`config.mk`:
```
export PLATFORM = sky130hd
export DESIGN_NAME = cds_top
export DESIGN_NICKNAME = d
export VERILOG_FILES = /design/src/hw/cds_pkg.sv /design/src/hw/cds_dbuf_if.sv /design/src/hw/cds_pin_sync.sv /design/src/hw/cds_dbuf_reg.sv /design/src/hw/cds_top.sv
export SDC_FILE = /design/constraint.sdc
export NUM_CORES = 1
export LEC_CHECK = 0
export BUFFER_PORTS_ARGS = -buffer_cell sky130_fd_sc_hd__buf_2
export CAP_MARGIN = 15
export CORE_AREA = 3 3 158 83
export CTS_BUF_LIST = sky130_fd_sc_hd__clkbuf_8 sky130_fd_sc_hd__clkbuf_16
export CTS_CLUSTER_DIAMETER = 150
export DETAILED_ROUTE_END_ITERATION = 8
export DIE_AREA = 0 0 161 86
export PLACE_DENSITY_LB_ADDON = 0.2
export RECOVER_POWER = 25
export SLEW_MARGIN = 20
export SYNTH_ARGS = -nofsm -noshare
export SYNTH_HDL_FRONTEND = slang
export SYNTH_SLANG_ARGS = --single-unit
```
`constraint.sdc`:
```
create_clock -name i_clk -period 11 [get_ports i_clk]
set_input_delay 2.2 -clock i_clk [delete_from_list [all_inputs] [get_ports i_clk]]
set_output_delay 2.2 -clock i_clk [all_outputs]
set_load 0.1 [all_outputs]
```
`src/hw/cds_pkg.sv`:
```
// cursor and display status package: offsets, masks, bit positions
// assumes: 20-bit memory offsets, 32-bit register data
package cds_pkg;

    // ****************************************
    // register offsets
    // ****************************************
    localparam logic [19:0] CDS_OFF_STAT     = 20'h70024;
    localparam logic [19:0] CDS_OFF_CUR_CTL  = 20'h70080;
    localparam logic [19:0] CDS_OFF_CUR_BASE = 20'h70084;
    localparam logic [19:0] CDS_OFF_CUR_POS  = 20'h70088;

    // ****************************************
    // field layouts and reset values
    // ****************************************
    localparam logic [31:0] CDS_CUR_CTL_MASK  = 32'h0000_0017;
    localparam logic [31:0] CDS_CUR_BASE_MASK = 32'h1fff_ff00;
    localparam logic [31:0] CDS_CUR_POS_MASK  = 32'h87ff_87ff;
    localparam logic [31:0] CDS_CUR_RST       = 32'h0000_0000;
    localparam logic [3:0]  CDS_BE_FULL       = 4'hf;

    localparam int CDS_B_OVL    = 0;
    localparam int CDS_B_VBL    = 1;
    localparam int CDS_B_LCMP   = 8;
    localparam int CDS_B_VSYNC  = 9;
    localparam int CDS_B_HPEDGE = 10;
    localparam int CDS_B_HPLVL  = 15;
    localparam int CDS_B_ORIGIN = 4;
    localparam int CDS_MODE_MSB = 2;
    localparam int CDS_BASE_LSB = 8;

    localparam logic [15:0] CDS_STAT_MASK = 16'h0703;
    localparam logic [15:0] CDS_EN_MASK   = 16'h0703;
    localparam logic [15:0] CDS_GRP_VBL   = 16'h0003;
    localparam logic [15:0] CDS_GRP_DISP  = 16'h0700;
    localparam logic [15:0] CDS_STAT_RST  = 16'h8000;
    localparam logic [15:0] CDS_EN_RST    = 16'h0000;
    localparam logic [2:0]  CDS_PAL_CUR_BASE = 3'h4;

    // ****************************************
    // cursor modes
    // ****************************************
    typedef enum logic [2:0] {
        CDS_CUR_OFF   = 3'h0,
        CDS_CUR_32_AX = 3'h1,
        CDS_CUR_64_3C = 3'h4,
        CDS_CUR_64_AX = 3'h5,
        CDS_CUR_64_4C = 3'h6
    } cds_cur_mode_t;

endpackage : cds_pkg

```
`src/hw/cds_dbuf_if.sv`:
```
// staging/active register carrier between top and double-buffered regs
// assumes: single clock domain
`timescale 1ns/10ps
interface cds_dbuf_if #(parameter int W = 32);
    logic         wr;
    logic [W-1:0] wdata;
    logic         load;
    logic [W-1:0] active;
    modport ctl  (output wr, output wdata, output load, input active);
    modport regs (input wr, input wdata, input load, output active);
endinterface : cds_dbuf_if

```
`src/hw/cds_pin_sync.sv`:
```
// three-stage pin synchroniser with agreement filter
// assumes: input asynchronous to i_clk
`timescale 1ns/10ps
module cds_pin_sync #(
    parameter logic RST_VAL = 1'b1
) (
    input  wire logic i_clk,
    input  wire logic i_rst_n,
    input  wire logic i_d,
    output logic      o_q
);
    typedef struct packed {
        logic s1;
        logic s2;
        logic s3;
        logic q;
    } cds_sync_st_t;

    cds_sync_st_t st_r;
    cds_sync_st_t st_nxt;

    always_comb begin
        st_nxt    = st_r;
        st_nxt.s1 = i_d;
        st_nxt.s2 = st_r.s1;
        st_nxt.s3 = st_r.s2;
        if (st_r.s2 == st_r.s3) begin
            st_nxt.q = st_r.s3;
        end
    end

    always_ff @(posedge i_clk or negedge i_rst_n) begin
        if (!i_rst_n) begin
            st_r <= '{s1: RST_VAL, s2: RST_VAL, s3: RST_VAL, q: RST_VAL};
        end else begin
            st_r <= st_nxt;
        end
    end

    assign o_q = st_r.q;
endmodule : cds_pin_sync

```
`src/hw/cds_dbuf_reg.sv`:
```
// double-buffered register: staging copy, active copy loaded on strobe
// assumes: write and load strobes are single-cycle, same clock
`timescale 1ns/10ps
module cds_dbuf_reg #(
    parameter int           W    = 32,
    parameter logic [W-1:0] MASK = '1,
    parameter logic [W-1:0] RST  = '0
) (
    input  wire logic i_clk,
    input  wire logic i_rst_n,
    cds_dbuf_if.regs  bus
);
    typedef struct packed {
        logic [W-1:0] stage;
        logic [W-1:0] active;
    } cds_dbuf_st_t;

    cds_dbuf_st_t st_r;
    cds_dbuf_st_t st_nxt;

    always_comb begin
        st_nxt = st_r;
        if (bus.wr) begin
            st_nxt.stage = bus.wdata & MASK;
        end
        if (bus.load) begin
            st_nxt.active = st_r.stage;
        end
    end

    always_ff @(posedge i_clk or negedge i_rst_n) begin
        if (!i_rst_n) begin
            st_r <= '{stage: RST, active: RST};
        end else begin
            st_r <= st_nxt;
        end
    end

    assign bus.active = st_r.active;
endmodule : cds_dbuf_reg

```
`src/hw/cds_top.sv`:
```
// display event status select register and hardware cursor registers
// assumes: display timing inputs on i_clk, hot-plug pin asynchronous
//
// Functional notes
// - bit 16 enables overlay-updated event relative to vertical blank.
// - bit 15 mirrors active-low hot-plug pin level; reads 1 while pin serves as PLL reference clock.
// - bit 10 latches on 1-to-0 of bit 15, holds until cleared.
// - edge catcher held zero while pin serves as PLL reference clock.
// - bit 9 shows captured vertical sync event.
// - bit 8 shows captured line-compare event.
// - bit 1 shows captured vertical blank event.
// - bit 0 records whether overlay update happened inside vertical blank.
// - cursor registers accept only full 32-bit writes.
// - cursor colours use extended palette entries 4 to 7.
// - cursor registers staged, made active at vertical sync rising edge.
// - control bit 4 picks border corner or active-area origin.
// - mode 000 off, 001 32x32 mode, 100/101/110 64x64 modes, others reserved.
// - base field gives bits 28:8 of 29-bit address, low bits zero.
// - cursor image fetched from system memory only.
// - vertical position sign bit 31, magnitude 26:16, reset zero.
// - horizontal position sign bit 15, magnitude 10:0, reset zero.
// - status captures only when enabled; writing 1 clears it.
// - bits 0,1 form vblank event; bits 8,9,10 form display event.
// - enables in upper half; writes honour byte enables.
`timescale 1ns/10ps
module cds_top
    import cds_pkg::*;
(
    input  wire logic        i_clk,
    input  wire logic        i_rst_n,
    input  wire logic        i_wr,
    input  wire logic        i_rd,
    input  wire logic [19:0] i_addr,
    input  wire logic [3:0]  i_be,
    input  wire logic [31:0] i_wdata,
    output logic      [31:0] o_rdata,
    output logic             o_rvalid,
    input  wire logic        i_vsync,
    input  wire logic        i_vblank,
    input  wire logic        i_line_cmp,
    input  wire logic        i_ovl_upd,
    input  wire logic        i_hotplug_or_refclk_pin_n,
    input  wire logic        i_hp_pin_is_refclk,
    input  wire logic [1:0]  i_cur_pix,
    output logic             o_vblank_evt,
    output logic             o_disp_evt,
    output logic      [2:0]  o_cur_mode,
    output logic             o_cur_enable,
    output logic             o_cur_origin_active,
    output logic      [28:0] o_cur_base_addr,
    output logic             o_cur_sysmem_only,
    output logic             o_cur_y_sign,
    output logic      [10:0] o_cur_y_mag,
    output logic             o_cur_x_sign,
    output logic      [10:0] o_cur_x_mag,
    output logic      [2:0]  o_cur_pal_idx
);

    // ****************************************
    // reset release
    // ****************************************
    logic [1:0] rst_sync_r;
    logic       rst_n;

    always_ff @(posedge i_clk or negedge i_rst_n) begin
        if (!i_rst_n) begin
            rst_sync_r <= 2'h0;
        end else begin
            rst_sync_r <= {rst_sync_r[0], 1'b1};
        end
    end
    assign rst_n = rst_sync_r[1];

    // ****************************************
    // hot-plug pin and cursor registers
    // ****************************************
    logic hp_sync;

    cds_pin_sync #(.RST_VAL(1'b1)) u_hp_sync (
        .i_clk   (i_clk),
        .i_rst_n (rst_n),
        .i_d     (i_hotplug_or_refclk_pin_n),
        .o_q     (hp_sync)
    );

    cds_dbuf_if #(.W(32)) ctl_if ();
    cds_dbuf_if #(.W(32)) base_if ();
    cds_dbuf_if #(.W(32)) pos_if ();

    cds_dbuf_reg #(.W(32), .MASK(CDS_CUR_CTL_MASK), .RST(CDS_CUR_RST))
        u_ctl (.i_clk(i_clk), .i_rst_n(rst_n), .bus(ctl_if.regs));
    cds_dbuf_reg #(.W(32), .MASK(CDS_CUR_BASE_MASK), .RST(CDS_CUR_RST))
        u_base (.i_clk(i_clk), .i_rst_n(rst_n), .bus(base_if.regs));
    cds_dbuf_reg #(.W(32), .MASK(CDS_CUR_POS_MASK), .RST(CDS_CUR_RST))
        u_pos (.i_clk(i_clk), .i_rst_n(rst_n), .bus(pos_if.regs));

    // ****************************************
    // state
    // ****************************************
    typedef struct packed {
        logic        vsync_d;
        logic        vblank_d;
        logic        hp_lvl_d;
        logic [15:0] st;
        logic [15:0] en;
        logic [31:0] rdata;
        logic        rvalid;
        logic        vbl_evt;
        logic        disp_evt;
        logic        cur_en;
        logic [2:0]  pal_idx;
        logic        sysmem;
    } cds_top_st_t;

    cds_top_st_t s_r;
    cds_top_st_t s_nxt;

    logic        vs_edge;
    logic        vbl_edge;
    logic        hp_lvl;
    logic        stat_wr;
    logic        cur_wr;
    logic [15:0] clr;
    logic [15:0] ev;

    assign vs_edge  = i_vsync & ~s_r.vsync_d;
    assign vbl_edge = i_vblank & ~s_r.vblank_d;
    assign hp_lvl   = i_hp_pin_is_refclk | hp_sync;
    assign stat_wr  = i_wr & (i_addr == CDS_OFF_STAT);
    assign cur_wr   = i_wr & (i_be == CDS_BE_FULL);

    assign ctl_if.wr     = cur_wr & (i_addr == CDS_OFF_CUR_CTL);
    assign base_if.wr    = cur_wr & (i_addr == CDS_OFF_CUR_BASE);
    assign pos_if.wr     = cur_wr & (i_addr == CDS_OFF_CUR_POS);
    assign ctl_if.wdata  = i_wdata;
    assign base_if.wdata = i_wdata;
    assign pos_if.wdata  = i_wdata;
    assign ctl_if.load   = vs_edge;
    assign base_if.load  = vs_edge;
    assign pos_if.load   = vs_edge;

    // ****************************************
    // next state
    // ****************************************
    always_comb begin
        s_nxt        = s_r;
        s_nxt.rvalid = 1'b0;
        s_nxt.vsync_d  = i_vsync;
        s_nxt.vblank_d = i_vblank;
        s_nxt.hp_lvl_d = hp_lvl;
        clr = 16'h0000;
        if (stat_wr) begin
            clr = {{8{i_be[1]}}, {8{i_be[0]}}} & i_wdata[15:0]
                  & CDS_STAT_MASK;
            if (i_be[2]) begin
                s_nxt.en[7:0] = i_wdata[23:16] & CDS_EN_MASK[7:0];
            end
            if (i_be[3]) begin
                s_nxt.en[15:8] = i_wdata[31:24] & CDS_EN_MASK[15:8];
            end
        end
        ev = 16'h0000;
        ev[CDS_B_VBL]   = vbl_edge & s_r.en[CDS_B_VBL];
        ev[CDS_B_LCMP]  = i_line_cmp & s_r.en[CDS_B_LCMP];
        ev[CDS_B_VSYNC] = vs_edge & s_r.en[CDS_B_VSYNC];
        ev[CDS_B_HPEDGE] = s_r.hp_lvl_d & ~hp_lvl & ~i_hp_pin_is_refclk
                           & s_r.en[CDS_B_HPEDGE];
        // set wins over a clear in the same cycle
        s_nxt.st = (s_r.st & ~clr) | ev;
        if (i_ovl_upd & s_r.en[CDS_B_OVL]) begin
            s_nxt.st[CDS_B_OVL] = i_vblank;
        end
        if (i_hp_pin_is_refclk) begin
            s_nxt.st[CDS_B_HPEDGE] = 1'b0;
        end
        s_nxt.st[CDS_B_HPLVL] = hp_lvl;
        s_nxt.vbl_evt  = |(s_r.st & s_r.en & CDS_GRP_VBL);
        s_nxt.disp_evt = |(s_r.st & s_r.en & CDS_GRP_DISP);
        unique case (ctl_if.active[CDS_MODE_MSB:0])
            CDS_CUR_32_AX: s_nxt.cur_en = 1'b1;
            CDS_CUR_64_3C, CDS_CUR_64_AX,
            CDS_CUR_64_4C: s_nxt.cur_en = 1'b1;
            default:       s_nxt.cur_en = 1'b0;
        endcase
        s_nxt.pal_idx = CDS_PAL_CUR_BASE | {1'b0, i_cur_pix};
        s_nxt.sysmem  = 1'b1;
        if (i_rd) begin
            s_nxt.rvalid = 1'b1;
            unique case (i_addr)
                CDS_OFF_STAT:     s_nxt.rdata = {s_r.en, s_r.st};
                CDS_OFF_CUR_CTL:  s_nxt.rdata = ctl_if.active;
                CDS_OFF_CUR_BASE: s_nxt.rdata = base_if.active;
                CDS_OFF_CUR_POS:  s_nxt.rdata = pos_if.active;
                default:          s_nxt.rdata = 32'h0000_0000;
            endcase
        end
    end

    always_ff @(posedge i_clk or negedge rst_n) begin
        if (!rst_n) begin
            s_r <= '{vsync_d: 1'b0, vblank_d: 1'b0, hp_lvl_d: 1'b1,
                     st: CDS_STAT_RST, en: CDS_EN_RST, rdata: 32'h0,
                     rvalid: 1'b0, vbl_evt: 1'b0, disp_evt: 1'b0,
                     cur_en: 1'b0, pal_idx: CDS_PAL_CUR_BASE, sysmem: 1'b1};
        end else begin
            s_r <= s_nxt;
        end
    end

    // ****************************************
    // outputs
    // ****************************************
    assign o_rdata      = s_r.rdata;
    assign o_rvalid     = s_r.rvalid;
    assign o_vblank_evt = s_r.vbl_evt;
    assign o_disp_evt   = s_r.disp_evt;
    assign o_cur_mode   = ctl_if.active[CDS_MODE_MSB:0];
    assign o_cur_enable = s_r.cur_en;
    assign o_cur_origin_active = ctl_if.active[CDS_B_ORIGIN];
    assign o_cur_base_addr = {base_if.active[28:CDS_BASE_LSB],
                              8'h00};
    assign o_cur_sysmem_only = s_r.sysmem;
    assign o_cur_y_sign = pos_if.active[31];
    assign o_cur_y_mag  = pos_if.active[26:16];
    assign o_cur_x_sign = pos_if.active[15];
    assign o_cur_x_mag  = pos_if.active[10:0];
    assign o_cur_pal_idx = s_r.pal_idx;
endmodule : cds_top

```
Word level (Yosys, flattened, before mapping)
Index checks and enable logic that the tools add are counted.

Register bits: 166. Logic and storage cells: 68.

Equality and inequality tests: 10. Muxes and demuxes: 6. Bitwise gates (word level): 24. Reduce and logical (&&, ||, !) cells: 5.

Operator list (count): 32-bit one-hot mux with 4 select lines (1); 20-bit by 19-bit equality test with 1-bit output (second input constant) (4); 11-bit AND (2); 15-bit AND (1); 11-bit inverter with 15-bit output (1); 15-bit by 11-bit bitwise OR with 15-bit output (1); 1-bit AND (14); 11-bit 2-to-1 mux (1); 3-bit equality test (second input constant) (3); 4-bit equality test (second input constant) (1); 1-bit 2-to-1 mux (4); 1-bit inverter (4); 2-bit AND reduction (2); 4-bit OR reduction (1); 3-bit by 1-bit equality test with 1-bit output (second input constant) (1); 3-bit OR reduction (1); 2-bit OR reduction (1); 1-bit equality test (1); 1-bit bitwise OR (1).

Depth between registers and ports, before layout
Word-level depth: 7. Depth in mapped cells: 7. Gate-level depth less buffers: 4.

Hierarchy
From an unflattened synthesis, not the netlist that was laid out.

Cell total of the unflattened synthesis: 656. Area total of the unflattened synthesis: 8155.3 um^2.

By module, submodules not included: cds_top (instances 1, cells an instance 346, area an instance 3303.2 um^2, sequential area each 1327.5 um^2); cds_dbuf_reg at u_pos (instances 1, cells an instance 135, area an instance 2238.4 um^2, sequential area each 1201.2 um^2); cds_dbuf_reg at u_base (instances 1, cells an instance 121, area an instance 1963.1 um^2, sequential area each 1051.0 um^2); cds_dbuf_reg at u_ctl (instances 1, cells an instance 49, area an instance 534.3 um^2, sequential area each 200.2 um^2); cds_pin_sync (instances 1, cells an instance 5, area an instance 116.4 um^2, sequential area each 105.1 um^2).

Least setup slack after synthesis
OpenSTA, ideal clock, no wires.

Path type: input -> register. Start: in i_addr[4]. End: reg u_pos.st_r[36] (netlist bit). Setup time: 0.127 ns. Arrival: 4.318 ns. Required time: 10.873 ns. Setup slack: 6.554 ns. Stages on the path: 5. Path through: or4b_1 -> or4_4 -> nor4b_4 -> buf_6 -> mux2_1.

Cells in the longest elaborated chain, start to end: 2.

RTL lines: start, declared (RTL line cds_top.sv:33) `input wire logic [19:0] i_addr,`; 20-bit by 19-bit equality test with 1-bit output (RTL line cds_top.sv:134) `assign pos_if.wr = cur_wr & (i_addr == CDS_OFF_CUR_POS);`; 1-bit AND (RTL line cds_top.sv:134); end signal, assigned (RTL line cds_dbuf_reg.sv:33) `st_r <= '{stage: RST, active: RST};`; end signal, assigned (RTL line cds_dbuf_reg.sv:35) `st_r <= st_nxt;`; end, declared (RTL line cds_dbuf_reg.sv:18) `cds_dbuf_st_t st_r;`.

No other way between the ends. A chain may end at the register's enable or synchronous reset.

Final worst setup path
Start: in i_addr[4]. End: reg u_pos.st_r[48] (netlist bit).

The elaborated chain is that of the path after synthesis.

==> results.toml <==
[global_routing]
grt_max_degree = 63
antenna_found_initial = 0
grt_remaining_overflow = 0
grt_pass1_wl_um = 23400
first_global_vias = 4351
grt_usage_pct = 22.0

[clock_network]
cts_tree = "done"
cts_root_buf = "clkbuf_16"
post_cts_resized = 0
tritoncts_num_sinks = 153
insertion_delay_ns = 0.41
numCtsBuffers = 17
clockBufferDepth = 2
cts_setup_buffers = 0
clk_pin_slew_worst_paths_ns = 0.06
htree_levels = 4
cts_hold_buf = 0

[status]
violations = "max-capacitance violations, max-slew violations"
status = "complete, but fails checks"

[yosys]
synth_edf_count = 0
yosys.area_share.adder_pct = 0.147
synth_compound_area_share_pct = 7.17
synth.area.mux_share_pct = 17.3
yosys.area.top_type = "dfrtp_1"
synth_top_area_share_pct = 54.5
yosysUniqueCellTypes = 45
synth_seq_area_share_pct = 56.4
ys_ff_latch = 153
synth_area_um2 = 6800
synth-main-ff-cell = "dfrtp_1"
ys_warn_count = 0
synth_simple_gate_area_share_pct = 6.00
syn_avg_cell_area_um2 = 12.8
netlist_instances = 531
synth_top_family_by_area = "multiplexers"
synth_xor_area_share_pct = 0
synth_area_leaders = "dfrtp_1 54%, mux2_2 13%, buf_4 9.9%"
synth-async-reset-ratio_pct = 100

[detailed_routing]
vias = 4194
drtAntennaViolNets = 0
wl_per_cell_um = 18.4
vias_per_cell = 5.35
wl_um = 14400
firstDrtPassIters = 4
post-route-drc-count = 0
drt_iter0_markers = 223

[placed_design]
dp_hpwl_um = 9780
port_buffers = 150
dpl_cell_area_um2 = 7110
gp_congestion = 0.807

[power]
power_w = 0.00123
p_leak_nw = 3.99
ir_drop_uv = 103
powerDensity_nw_per_um2 = 159

[layout]
fin_nets = 674
multiInputGateArea_um2 = 2170
fillerInstances = 927
regArea_um2 = 3830
insertedDiodeCount = 0
area_delta_synth_final_pct = 13.0
drive_gt1_share_pct = 45.1
post-route-util_pct = 65.3
postLayoutCellArea_um2 = 7690

[floorplanning]
rows = 28
die-area_um2 = 13800
core_area_um2 = 11800
dieHeight_um = 86
die_w_um = 161
start_util_pct = 57.8
io-pin-count = 165

[critical_path]
crit_type = "in2reg"
cp_slowest_cell = "nor4b_4"
crit_arrival_ns = 5.07
cp_top_family = "simple AND/OR/NAND/NOR gates"
required_ns = 11.29
crit_fanout = 15
crit_cells = 6
cp-end-kind = "flop"
cpPeakStageDelay_ns = 0.70
path_cells = "buf_2, or4b_1, or4_4, nor4b_4, buf_4, mux2_1"
cp_num_buf_inv = 2
reg2reg_depth = 2
startpoint_type = "input port"

[job]
drv_cap = 1

[hold_path]
holdCritPathClass = "reg2reg"
worstHoldPathCells = 0

[sta]
period_minus_slack_ns = 4.79
finalSetupViolCount = 0
clock.fmax_ghz = 0.209
layout_worst_path_cycle_share_pct = 43.5
worst_pin_slew_ns = 3.09
finalMaxSlewViolations = 60
hold_viol = 0
relSlewSlack_pct = -106
finClkSkew_ns = 0.00839
rsz0062_at_grt = "false"
setup_tns_ns = 0
==> cells in the final DEF, fill, tap and decap left out, types with 4 or more instances in the layout <==
| cell | Yosys | final |
|---|---|---|
| mux2_2 | 79 | 79 |
| clkbuf_16 | 0 | 17 |
| nor2_1 | 12 | 12 |
| o22ai_1 | 13 | 13 |
| a22oi_1 | 8 | 8 |
| mux2_1 | 24 | 24 |
| nand2_1 | 10 | 10 |
| dfrtp_1 | 148 | 148 |
| inv_1 | 23 | 26 |
| buf_4 | 90 | 9 |
| a22o_1 | 12 | 12 |
| o21ai_0 | 8 | 8 |
| a32oi_1 | 9 | 9 |
| a21oi_1 | 12 | 12 |
| conb_1 | 2 | 13 |
| nand4_1 | 10 | 10 |
| buf_2 | 2 | 149 |
| clkinvlp_4 | 0 | 4 |
| nand3_1 | 4 | 4 |
==> cell type report <==
cell class,instances,area share [%]
clock inverters,14,1.74
repair buffers,160,10.7
flip-flops and latches,153,49.9
well taps,165,2.69
multi-input cells,251,28.2
clock buffers,18,5.71
inverters,23,1.12
==> power breakdown <==
group | switching (W) | internal (W) | total [W]
combinational | 0.0000689 | 0.0000176 | 0.0000865
sequential | 0.00000437 | 0.000568 | 0.000573
clock | 0.000229 | 0.000337 | 0.000566
==> state kept, by name (all words and copies together), names as in the netlist, 4 cells and up <==
signal / flops
o_rdata: 30
u_ctl.st_r: 4
u_base.st_r: 21
u_ctl.bus.active: 4
u_pos.st_r: 24
u_pos.bus.active: 24
s_r: 13
u_base.bus.active: 21
==> Yosys cell counts, drive strengths merged, types with 3 or more instances <==
master and instances:
dfstp 5, clkbuf 16, mux2 103, buf 99, nand3 4, a21oi 12
nand4 10, dfrtp 148, a32oi 9, nor2 12, inv 23, nand2 10
nor2b 4, a22o 12, o21ai 8, o22ai 13, or4 4, a22oi 8
nand3b 3
==> stage by stage <==
step           worst slack [ns]  hold WS (ns)  std cells
2_1_floorplan              6.43         0.331        542
3_3_place_gp               5.78         0.275        752
3_5_place_dp               5.78         0.277        752
4_1_cts                    6.20         0.284        784
5_1_grt                    5.69         0.357        784
6_report                   6.21         0.353        784
==> path summary, 6_finish.rpt <==
path | slack, ns | start | to
hold / removal | 0.35 | rst_sync_r[0] | rst_sync_r[1]
setup reg to reg | 6.62 | rst_sync_r[1] | u_pos.st_r[49]
hold reg to reg | 0.35 | rst_sync_r[0] | rst_sync_r[1]
max in group asynchronous | 6.62 | rst_sync_r[1] | u_pos.st_r[49]
min in group asynchronous | 0.53 | rst_sync_r[1] | u_pos.st_r[54]
setup / recovery | 6.21 | i_addr[4] | u_pos.st_r[48]
==> kinds of logic (layout without fill, tap and decap cells) <==
family / Yosys count / after routing
other cells: 2 / 13
buf+inv: 138 / 215
simple gates: 63 / 63
mux: 105 / 105
flops: 153 / 153
fa+ha+maj: 1 / 1
compound gates: 69 / 69
==> per-layer routing <==
layer | vias to the layer above | wire (um) | track usage [%]
met5 | - | 0 | 0
met2 | 135 | 6710 | 35.1
met1 | 2109 | 6340 | 29.2
li1 | 1936 | - | -
met3 | 14 | 1230 | 6.99
met4 | 0 | 155 | 6.56
==> worst register-to-register path: stages (launching register included) <==
cell	delay (ns)
dfrtp_1	1.19
clkbuf_1	2.26
buf_4	0.94
No activity file was read; power rests on OpenSTA's default activity.
